--- src/verilog/flash_host_defines.vh ---
// Purpose: constants for the parallel flash host controller
// Assumes: sys_clk at 20 MHz (50 ns period)
// Notes: times kept in ns, cycle counts derived from them
`ifndef FLASH_HOST_DEFINES_VH
`define FLASH_HOST_DEFINES_VH
`define CLK_PERIOD_NS 50
`define ADDR_W 23
`define DATA_W 16
`define PAGE_WORDS 8
`define PAGE_BITS 3
// Glitch width under which the flash filters pulses; our strobes are held longer
`define GLITCH_NS 5
`define GLITCH_CYC (((`GLITCH_NS + `CLK_PERIOD_NS - 1) / `CLK_PERIOD_NS) < 1 ? 1 : \
  ((`GLITCH_NS + `CLK_PERIOD_NS - 1) / `CLK_PERIOD_NS))
// Access time assumed for strobe-to-sample wait
`define ACCESS_NS 80
`define ACCESS_CYC ((`ACCESS_NS + `CLK_PERIOD_NS - 1) / `CLK_PERIOD_NS)
`define PAGE_NS 25
`define PAGE_CYC ((`PAGE_NS + `CLK_PERIOD_NS - 1) / `CLK_PERIOD_NS)
// Write strobe low time and reset pulse width
`define WRPULSE_NS 50
`define WRPULSE_CYC ((`WRPULSE_NS + `CLK_PERIOD_NS - 1) / `CLK_PERIOD_NS)
`define RSTPULSE_NS 500
`define RSTPULSE_CYC ((`RSTPULSE_NS + `CLK_PERIOD_NS - 1) / `CLK_PERIOD_NS)
// Idle time to auto standby after a read: access plus 30 ns
`define AUTOSBY_EXTRA_NS 30
`define AUTOSBY_CYC ((`ACCESS_NS + `AUTOSBY_EXTRA_NS + `CLK_PERIOD_NS - 1) / `CLK_PERIOD_NS)
`define CNT_W 8
// Operation codes on opCode
`define OP_READ 2'd0
`define OP_PAGE 2'd1
`define OP_WRITE 2'd2
`define OP_RESET 2'd3
// Identification read address patterns (low address bits)
`define ID_MAKER_ADDR 8'h00
`define ID_DEV1_ADDR 8'h01
`define ID_DEV2_ADDR 8'h0E
`define ID_DEV3_ADDR 8'h0F
`define ID_XBLK_ADDR 8'h03
`define ID_PROT_ADDR 8'h02
`define XBLK_FACTORY_BIT 7
`define XBLK_CUSTOMER_BIT 6
`define CMD_BYTE_W 8
`endif

--- src/verilog/flash_host_ctrl.v ---
// Purpose: host-side controller driving the parallel flash pins
// Assumes: flash pins sampled synchronously to sys_clk
// Notes: one operation at a time; page reads walk A0-A2
`timescale 1ns/100ps
`default_nettype none
`include "flash_host_defines.vh"
// Functional notes
// RULE1: Writes go to one bank only
// RULE2: Flash filters glitches under 5 ns
// RULE3: Page is 8 words, A0-A2 select
// RULE4: Read: address, chip select, output low
// RULE5: Address latched at later falling edge
// RULE6: Data latched at earlier rising edge
// RULE7: Output strobe high during every write
// RULE8: Data floats when output strobe high
// RULE9: Chip select high floats data, standby
// RULE10: Busy operation continues despite deselect
// RULE11: Reset low deselects, floats outputs
// RULE12: Idle after read gives auto standby
// RULE13: Write-protect high for outer blocks; code drives writeProt_n low when protOuter is set
// RULE14: Power-up read mode; command enters ID
// RULE15: No ID mode while busy
// RULE16: Reset ends ID mode
// RULE17: ID mode returns maker, device codes
// RULE18: Extended block indicator on DQ7
// RULE19: Bit7 factory, bit6 customer locked
// RULE20: Protection read gives 01h or 00h
// RULE21: Only low data byte is decoded
// RULE22: Device drives only during valid read
module flash_host_ctrl (
  input wire sys_clk,
  input wire reset_n,
  input wire reqValid,
  output wire reqReady,
  input wire [1:0] opCode,
  input wire [`ADDR_W-1:0] reqAddr,
  input wire [`DATA_W-1:0] reqData,
  input wire protOuter,
  output reg rspValid,
  output reg [`DATA_W-1:0] rspData,
  output reg [7:0] rspStatus,
  output wire flashBusy,
  output reg chipSel_n,
  output reg outEn_n,
  output reg writeEn_n,
  output reg hw_reset_n,
  output reg writeProt_n,
  output reg [`ADDR_W-1:0] addr_in,
  input wire [`DATA_W-1:0] data_io_in,
  output reg [`DATA_W-1:0] data_io_out,
  output reg data_io_oe,
  input wire busy_out_n,
  output reg autoStandby
);
  localparam S_IDLE = 3'd0;
  localparam S_RD = 3'd1;
  localparam S_PG = 3'd2;
  localparam S_WSET = 3'd3;
  localparam S_WLOW = 3'd4;
  localparam S_WHOLD = 3'd5;
  localparam S_RST = 3'd6;
  localparam S_GAP = 3'd7;
  reg [2:0] state_ff;
  reg [2:0] nxt_state;
  reg [`PAGE_BITS-1:0] word_ff;
  reg [`CNT_W-1:0] idle_ff;
  reg lastRd_ff;
  reg tLoad;
  reg [`CNT_W-1:0] tVal;
  wire tDone;
  reg rdDone;

  // Cycle count of a nanosecond time, rounded up, at least one
  function [`CNT_W-1:0] cyc;
    input integer ns;
    integer c;
    begin
      c = (ns + `CLK_PERIOD_NS - 1) / `CLK_PERIOD_NS;
      if (c < 1)
        c = 1;
      cyc = c[`CNT_W-1:0];
    end
  endfunction

  strobe_timer u_timer (
    .sys_clk(sys_clk),
    .reset_n(reset_n),
    .load(tLoad),
    .loadVal(tVal),
    .done(tDone)
  );

  // Flash reports busy when its ready pin is low
  assign flashBusy = ~busy_out_n;
  assign reqReady = (state_ff == S_IDLE); // One op in flight, so one bank written, see RULE1

  // Next-state and timer load
  always @*
  begin
    nxt_state = state_ff;
    tLoad = 1'b0;
    tVal = 8'h00;
    rdDone = 1'b0;
    case (state_ff)
      S_IDLE:
        if (reqValid)
        begin
          tLoad = 1'b1;
          case (opCode)
            `OP_READ:
            begin
              nxt_state = S_RD;
              tVal = cyc(`ACCESS_NS);
            end
            `OP_PAGE:
            begin
              nxt_state = S_PG;
              tVal = cyc(`ACCESS_NS);
            end
            `OP_WRITE:
            begin
              nxt_state = S_WSET;
              tVal = 8'h00;
            end
            default:
            begin
              nxt_state = S_RST;
              tVal = cyc(`RSTPULSE_NS);
            end
          endcase
        end
      S_RD:
        if (tDone)
        begin
          rdDone = 1'b1;
          nxt_state = S_GAP;
        end
      S_PG:
        if (tDone)
        begin
          rdDone = 1'b1;
          tLoad = 1'b1;
          tVal = cyc(`PAGE_NS);
          if (word_ff == `PAGE_WORDS - 1)
            nxt_state = S_GAP;
        end
      S_WSET:
        if (tDone)
        begin
          tLoad = 1'b1;
          tVal = cyc(`WRPULSE_NS);
          nxt_state = S_WLOW;
        end
      S_WLOW:
        if (tDone)
        begin
          tLoad = 1'b1;
          tVal = 8'h00;
          nxt_state = S_WHOLD;
        end
      S_WHOLD:
        if (tDone)
          nxt_state = S_IDLE;
      S_RST:
        if (tDone)
          nxt_state = S_GAP;
      S_GAP:
        nxt_state = S_IDLE;
      default:
        nxt_state = S_IDLE;
    endcase
  end

  // Pin drive, response capture and state
  always @(posedge sys_clk or negedge reset_n)
  begin
    if (!reset_n)
    begin
      state_ff <= S_IDLE;
      chipSel_n <= 1'b1;
      outEn_n <= 1'b1;
      writeEn_n <= 1'b1;
      hw_reset_n <= 1'b1;
      writeProt_n <= 1'b0;
      addr_in <= 23'h00_0000;
      data_io_out <= 16'h0000;
      data_io_oe <= 1'b0;
      word_ff <= 3'h0;
      rspValid <= 1'b0;
      rspData <= 16'h0000;
      rspStatus <= 8'h00;
    end
    else
    begin
      state_ff <= nxt_state;
      rspValid <= 1'b0;
      writeProt_n <= ~protOuter; // see RULE13
      case (state_ff)
        S_IDLE:
          if (reqValid)
          begin
            addr_in <= reqAddr;
            word_ff <= reqAddr[`PAGE_BITS-1:0];
            case (opCode)
              `OP_READ, `OP_PAGE:
              begin
                // Strobes held far above 5 ns, so glitch filter never eats them
                chipSel_n <= 1'b0; // see RULE4 see RULE2
                outEn_n <= 1'b0; // see RULE4
                writeEn_n <= 1'b1; // see RULE4
                data_io_oe <= 1'b0; // see RULE22
              end
              `OP_WRITE:
              begin
                // Address first; falling strobe latches it
                outEn_n <= 1'b1; // see RULE7
                data_io_oe <= 1'b1;
                data_io_out <= {8'h00, reqData[`CMD_BYTE_W-1:0]}; // see RULE21
              end
              default:
              begin
                hw_reset_n <= 1'b0; // see RULE11 see RULE16
                chipSel_n <= 1'b1;
                outEn_n <= 1'b1;
              end
            endcase
          end
        S_RD, S_PG:
          if (tDone)
          begin
            rspValid <= 1'b1;
            rspData <= data_io_in;
            // Low byte carries status and ID indicator bits
            rspStatus <= data_io_in[7:0]; // see RULE18 see RULE19 see RULE20 see RULE17
            if (state_ff == S_PG && word_ff != `PAGE_WORDS - 1)
            begin
              word_ff <= word_ff + 3'h1;
              addr_in <= {addr_in[`ADDR_W-1:`PAGE_BITS], word_ff + 3'h1}; // see RULE3
            end
            else
            begin
              outEn_n <= 1'b1; // see RULE8
              chipSel_n <= 1'b1; // see RULE9
            end
          end
        S_WSET:
          if (tDone)
          begin
            chipSel_n <= 1'b0;
            writeEn_n <= 1'b0; // see RULE5
          end
        S_WLOW:
          if (tDone)
          begin
            writeEn_n <= 1'b1; // see RULE6
            chipSel_n <= 1'b1;
          end
        S_WHOLD:
          if (tDone)
          begin
            data_io_oe <= 1'b0;
            rspValid <= 1'b1;
            rspData <= 16'h0000;
            rspStatus <= 8'h00;
          end
        S_RST:
          if (tDone)
          begin
            hw_reset_n <= 1'b1;
            rspValid <= 1'b1;
          end
        default:
          ;
      endcase
    end
  end

  // Idle count after a read; flash drops to standby itself
  // Host only tracks it, since the device busy state is independent
  always @(posedge sys_clk or negedge reset_n)
  begin
    if (!reset_n)
    begin
      idle_ff <= 8'h00;
      autoStandby <= 1'b0;
      lastRd_ff <= 1'b0;
    end
    else if (rdDone || state_ff != S_IDLE)
    begin
      idle_ff <= 8'h00;
      autoStandby <= 1'b0;
      lastRd_ff <= rdDone || (lastRd_ff && state_ff == S_GAP); // Writes and resets end the read
    end
    else if (idle_ff < `AUTOSBY_CYC)
      idle_ff <= idle_ff + 8'h01;
    else
      autoStandby <= lastRd_ff; // see RULE12
  end
endmodule
`default_nettype wire

--- src/verilog/strobe_timer.v ---
// Purpose: loadable down counter giving a done pulse
// Assumes: single sys_clk domain
// Notes: load value zero gives done on the next cycle
`timescale 1ns/100ps
`default_nettype none
`include "flash_host_defines.vh"
module strobe_timer (
  input wire sys_clk,
  input wire reset_n,
  input wire load,
  input wire [`CNT_W-1:0] loadVal,
  output wire done
);
  reg [`CNT_W-1:0] cnt_ff;
  reg run_ff;
  // Count down; done while running at zero
  always @(posedge sys_clk or negedge reset_n)
  begin
    if (!reset_n)
    begin
      cnt_ff <= 8'h00;
      run_ff <= 1'b0;
    end
    else if (load)
    begin
      cnt_ff <= loadVal;
      run_ff <= 1'b1;
    end
    else if (run_ff)
    begin
      if (cnt_ff == 8'h00)
        run_ff <= 1'b0;
      else
        cnt_ff <= cnt_ff - 8'h01;
    end
  end
  assign done = run_ff && (cnt_ff == 8'h00);
endmodule
`default_nettype wire
--- config.mk ---
export PLATFORM = sky130hd
export DESIGN_NAME = flash_host_ctrl
export DESIGN_NICKNAME = d
export VERILOG_FILES = /design/src/verilog/flash_host_ctrl.v /design/src/verilog/strobe_timer.v
export VERILOG_INCLUDE_DIRS = /design/src /design/src/verilog
export SDC_FILE = /design/constraint.sdc
export NUM_CORES = 1
export LEC_CHECK = 0
export BUFFER_PORTS_ARGS = -buffer_cell sky130_fd_sc_hd__buf_2
export CORE_ASPECT_RATIO = 1.25
export CORE_MARGIN = 5
export CORE_UTILIZATION = 30
export DETAILED_ROUTE_END_ITERATION = 10
export PLACE_DENSITY = 0.64
export SYNTH_ARGS = -nofsm -noshare
export SYNTH_HDL_FRONTEND = slang
export SYNTH_HIERARCHICAL = 1
export SYNTH_SLANG_ARGS = --single-unit
--- constraint.sdc ---
create_clock -name sys_clk -period 3.9 [get_ports sys_clk]
set_clock_uncertainty 0.1 [all_clocks]
set_input_delay 0.585 -clock sys_clk [delete_from_list [all_inputs] [get_ports sys_clk]]
set_output_delay 0.585 -clock sys_clk [all_outputs]
set_load 0.005 [all_outputs]
==> results by group <==
Setup path
  • Kind of critical path: flop to flop
  • Worst reg2reg setup slack: 960 ps
  • Crit. End Element: flop
  • Arr. time, crit path: 3050 ps
  • Worst EP required: 4010 ps
  • Cells on worst reg2reg path: 9
  • CP Max Fanout: 10
  • Setup crit start kind: flop

CTS
  • Post-CTS setup buffers: 0
  • CTS max path bufs: 2
  • Num CTS Buffers: 9
  • Clock transition at path regs: 70 ps
  • Hold_buf cts: 0
  • Htree depth: 3
  • Sink Count: 76
  • Root Driver: clkbuf_16
  • Worst-Skew Late Latency: between 300 and 400 ps
  • CTS tree: built
  • Gates resized, CTS repair: 0

Die
  • Die Ht: 135 um
  • Die W: between 100 and 150 um
  • Total die area: roughly 15000 um^2
  • Initial Util: 30.9%
  • Ports: 135
  • # rows: 45
  • Core ar.: approximately 12000 um^2

Status
  • Status: finished clean

Power and ir drop
  • Peak VDD IR: 0.000165 V
  • Lkg Pwr: approximately 2.4 nW
  • P per Cell Area: around 360 nW/um^2

STA
  • Setup tns final: 0 ps
  • Fin crit share: between 70% and 80%
  • Max-slew headroom: 31.4%
  • Final slew viol count: 0
  • Final WS setup: approximately 960 ps
  • Tmin final: 2940 ps
  • RSZ-0062 raised after global routing: no
  • Least-Margin Pin Slew: just over 1000 ps
  • Fin. Hold Viols: 0
  • Fmax: 340 MHz
  • Final Setup Violations: 0

Route
  • DRT Pass-1 Iters: 5
  • Vias/cell: 4.68
  • Routed length per placed instance: 13.6 um
  • Starting DRC count in detailed routing: 139
  • Wirelength, routed: between 8000 and 9000 um
  • Remaining DRCs: 0
  • Via count: 2991
  • ANT nets after route: 0

Synthesis
  • Post-synthesis async set-or-reset flop share: 100%
  • Unique masters post-synth: 60
  • Commonest register cell after synthesis: dfrtp_1
  • Warning count from the yosys run: 6
  • Mapped cell area: 3770 um^2
  • Post-synth EDFFs: 0
  • Synth Register Bits: 76
  • Synth area leaders: dfrtp_1 48%, mux2_2 9.5%, nand2_1 4.8%
  • Synth Area per Inst: about 11 um^2
  • Cell taking the most area after synthesis: dfrtp_1
  • Synth Instances: 355
  • Sequential share of the synthesized area: 50.5%
  • Post-synth top area share: between 40% and 50%

Finish
  • Area Growth Syn to Fin: 26.6%
  • Finished Cell Area: 4780 um^2
  • # diodes: 0
  • Final #Nets: between 500 and 600
  • Share of layout cells above drive strength 1: 40.2%
  • Filler Cell Count: around 1.2k

Worst hold path
  • Hold Crit Depth: 2
  • Hold WC Path Type: input port to flop

Global routing
  • First-pass GRT wire length: 14200 um
  • GR Util All Layers: 12.1%
  • Vias in the first global route: 2995
  • Initial antenna violation count: 0
  • Congestion Overflow GR: 0
  • Largest net degree at the start of global routing: 77

Placement
  • # port buffers: 118
  • Placed wire-length estimate: 6450 um
  • Pre-CTS setup slack: 989 ps
  • Routability cong.: between 0.8 and 0.9
  • Placed cell area: 4470 um^2

Job
  • Max-Cap Viols: 0
[registers in the layout, indices dropped and copies added (netlist names)]
register        cells
addr_in            23
rspData            16
data_io_out         8
idle_ff             8
u_timer/cnt_ff      8
state_ff            3
autoStandby         1
chipSel_n           1
data_io_oe          1
hw_reset_n          1
lastRd_ff           1
outEn_n             1
rspValid            1
u_timer/run_ff      1
writeEn_n           1
writeProt_n         1
[cells in the final DEF, fill, tap and decap left out, types with 5 or more instances in the layout]
| cell | Yosys | final |
|---|---|---|
| clkbuf_16 | 0 | 9 |
| inv_1 | 12 | 12 |
| mux2_2 | 32 | 32 |
| dfrtp_1 | 72 | 72 |
| buf_4 | 17 | 5 |
| nand3_1 | 5 | 5 |
| a21oi_1 | 11 | 11 |
| a31oi_1 | 5 | 5 |
| o211ai_1 | 6 | 6 |
| conb_1 | 1 | 13 |
| buf_2 | 2 | 117 |
| and2_1 | 7 | 7 |
| ha_1 | 11 | 11 |
| inv_6 | 0 | 5 |
| nor2_1 | 19 | 19 |
| o21ai_0 | 29 | 28 |
| nand2_1 | 48 | 48 |
[cells in the mapped netlist, drive strengths merged (3+ instances only)]
cell type  count
dfrtp         72
nand2         49
mux2          32
o21ai         30
buf           20
nor2          19
inv           12
a21oi         11
ha            11
clkbuf        10
and2           7
o211ai         6
a211oi         5
a31oi          5
nand3          5
dfstp          4
mux2i          4
nor2b          4
or3b           4
nor3           3
nor4           3
o311ai         3
or4            3
[cell families (layout without fill, tap and decap cells)]
logic type / Yosys count / in the layout / share of synthesized area, %
AND/OR/NAND/NOR: 109 / 109 / 14.9
AO/OA/AOI/OAI: 78 / 78 / 13.8
flip-flops: 76 / 76 / 50.5
buffers and inverters: 43 / 151 / 6.23
multiplexers: 36 / 36 / 10.6
adder cells (fa/ha/maj): 11 / 11 / 3.65
other: 1 / 13 / 0.0993
XOR/XNOR: 1 / 1 / 0.232
[final timing paths]
kind,startpoint,end
setup / recovery,u_timer/cnt_ff[2],u_timer/cnt_ff[0]
hold / removal,protOuter,writeProt_n
setup reg to reg,u_timer/cnt_ff[2],u_timer/cnt_ff[0]
hold reg to reg,outEn_n,outEn_n
max in group asynchronous,reset_n,data_io_out[2]
min in group asynchronous,reset_n,rspData[6]
[cell type report]
| class | count | area, um^2 | share of cell area [%] |
|---|---|---|---|
| Tap cell | 164 | 205 | 4.29 |
| Clock inverter | 7 | 90.1 | 1.88 |
| Timing Repair Buffer | 122 | 623 | 13.0 |
| Multi-Input combinational cell | 248 | 1680 | 35.2 |
| Sequential cell | 76 | 1910 | 39.9 |
| Inverter | 13 | 48.8 | 1.02 |
| Clock buffer | 9 | 225 | 4.71 |
[worst max-delay path: stages (launching register included)]
cell,delay (ps)
dfrtp_1,440
nor4_2,600
and3_1,280
inv_1,110
nor3_1,270
a21oi_1,70
a211oi_1,310
clkinv_1,330
o2111ai_1,200
o211ai_1,110
[power by group]
group / switching [W] / leakage [nW] / internal, W
Sequential: 0.00000160 / 0.919 / 0.000790
Clock: 0.000362 / 0.155 / 0.000512
Combinational: 0.0000371 / 1.35 / 0.0000273
Total: 0.000401 / 2.43 / 0.00133
[metal layers]
layer  wire, um  global-route usage (%)  up-vias
li1           -                       -     1447
met1       3600                    14.6     1419
met2       4020                    19.1      111
met3        847                    4.39       14
met4        196                    5.48        0
met5          0                       0        -
[per-stage QoR]
stage	total power (W)	instances	hold WS [ps]	utilization, %
3_3_place_gp	0.000870	623	348	36.5
4_1_cts	0.00176	639	273	39.1
6_report	0.00173	639	284	39.1
5_1_grt	0.00180	639	278	39.1
2_1_floorplan	0.000828	367	189	-
3_5_place_dp	0.000873	623	349	36.5
Power figures use the tool's default switching activity.
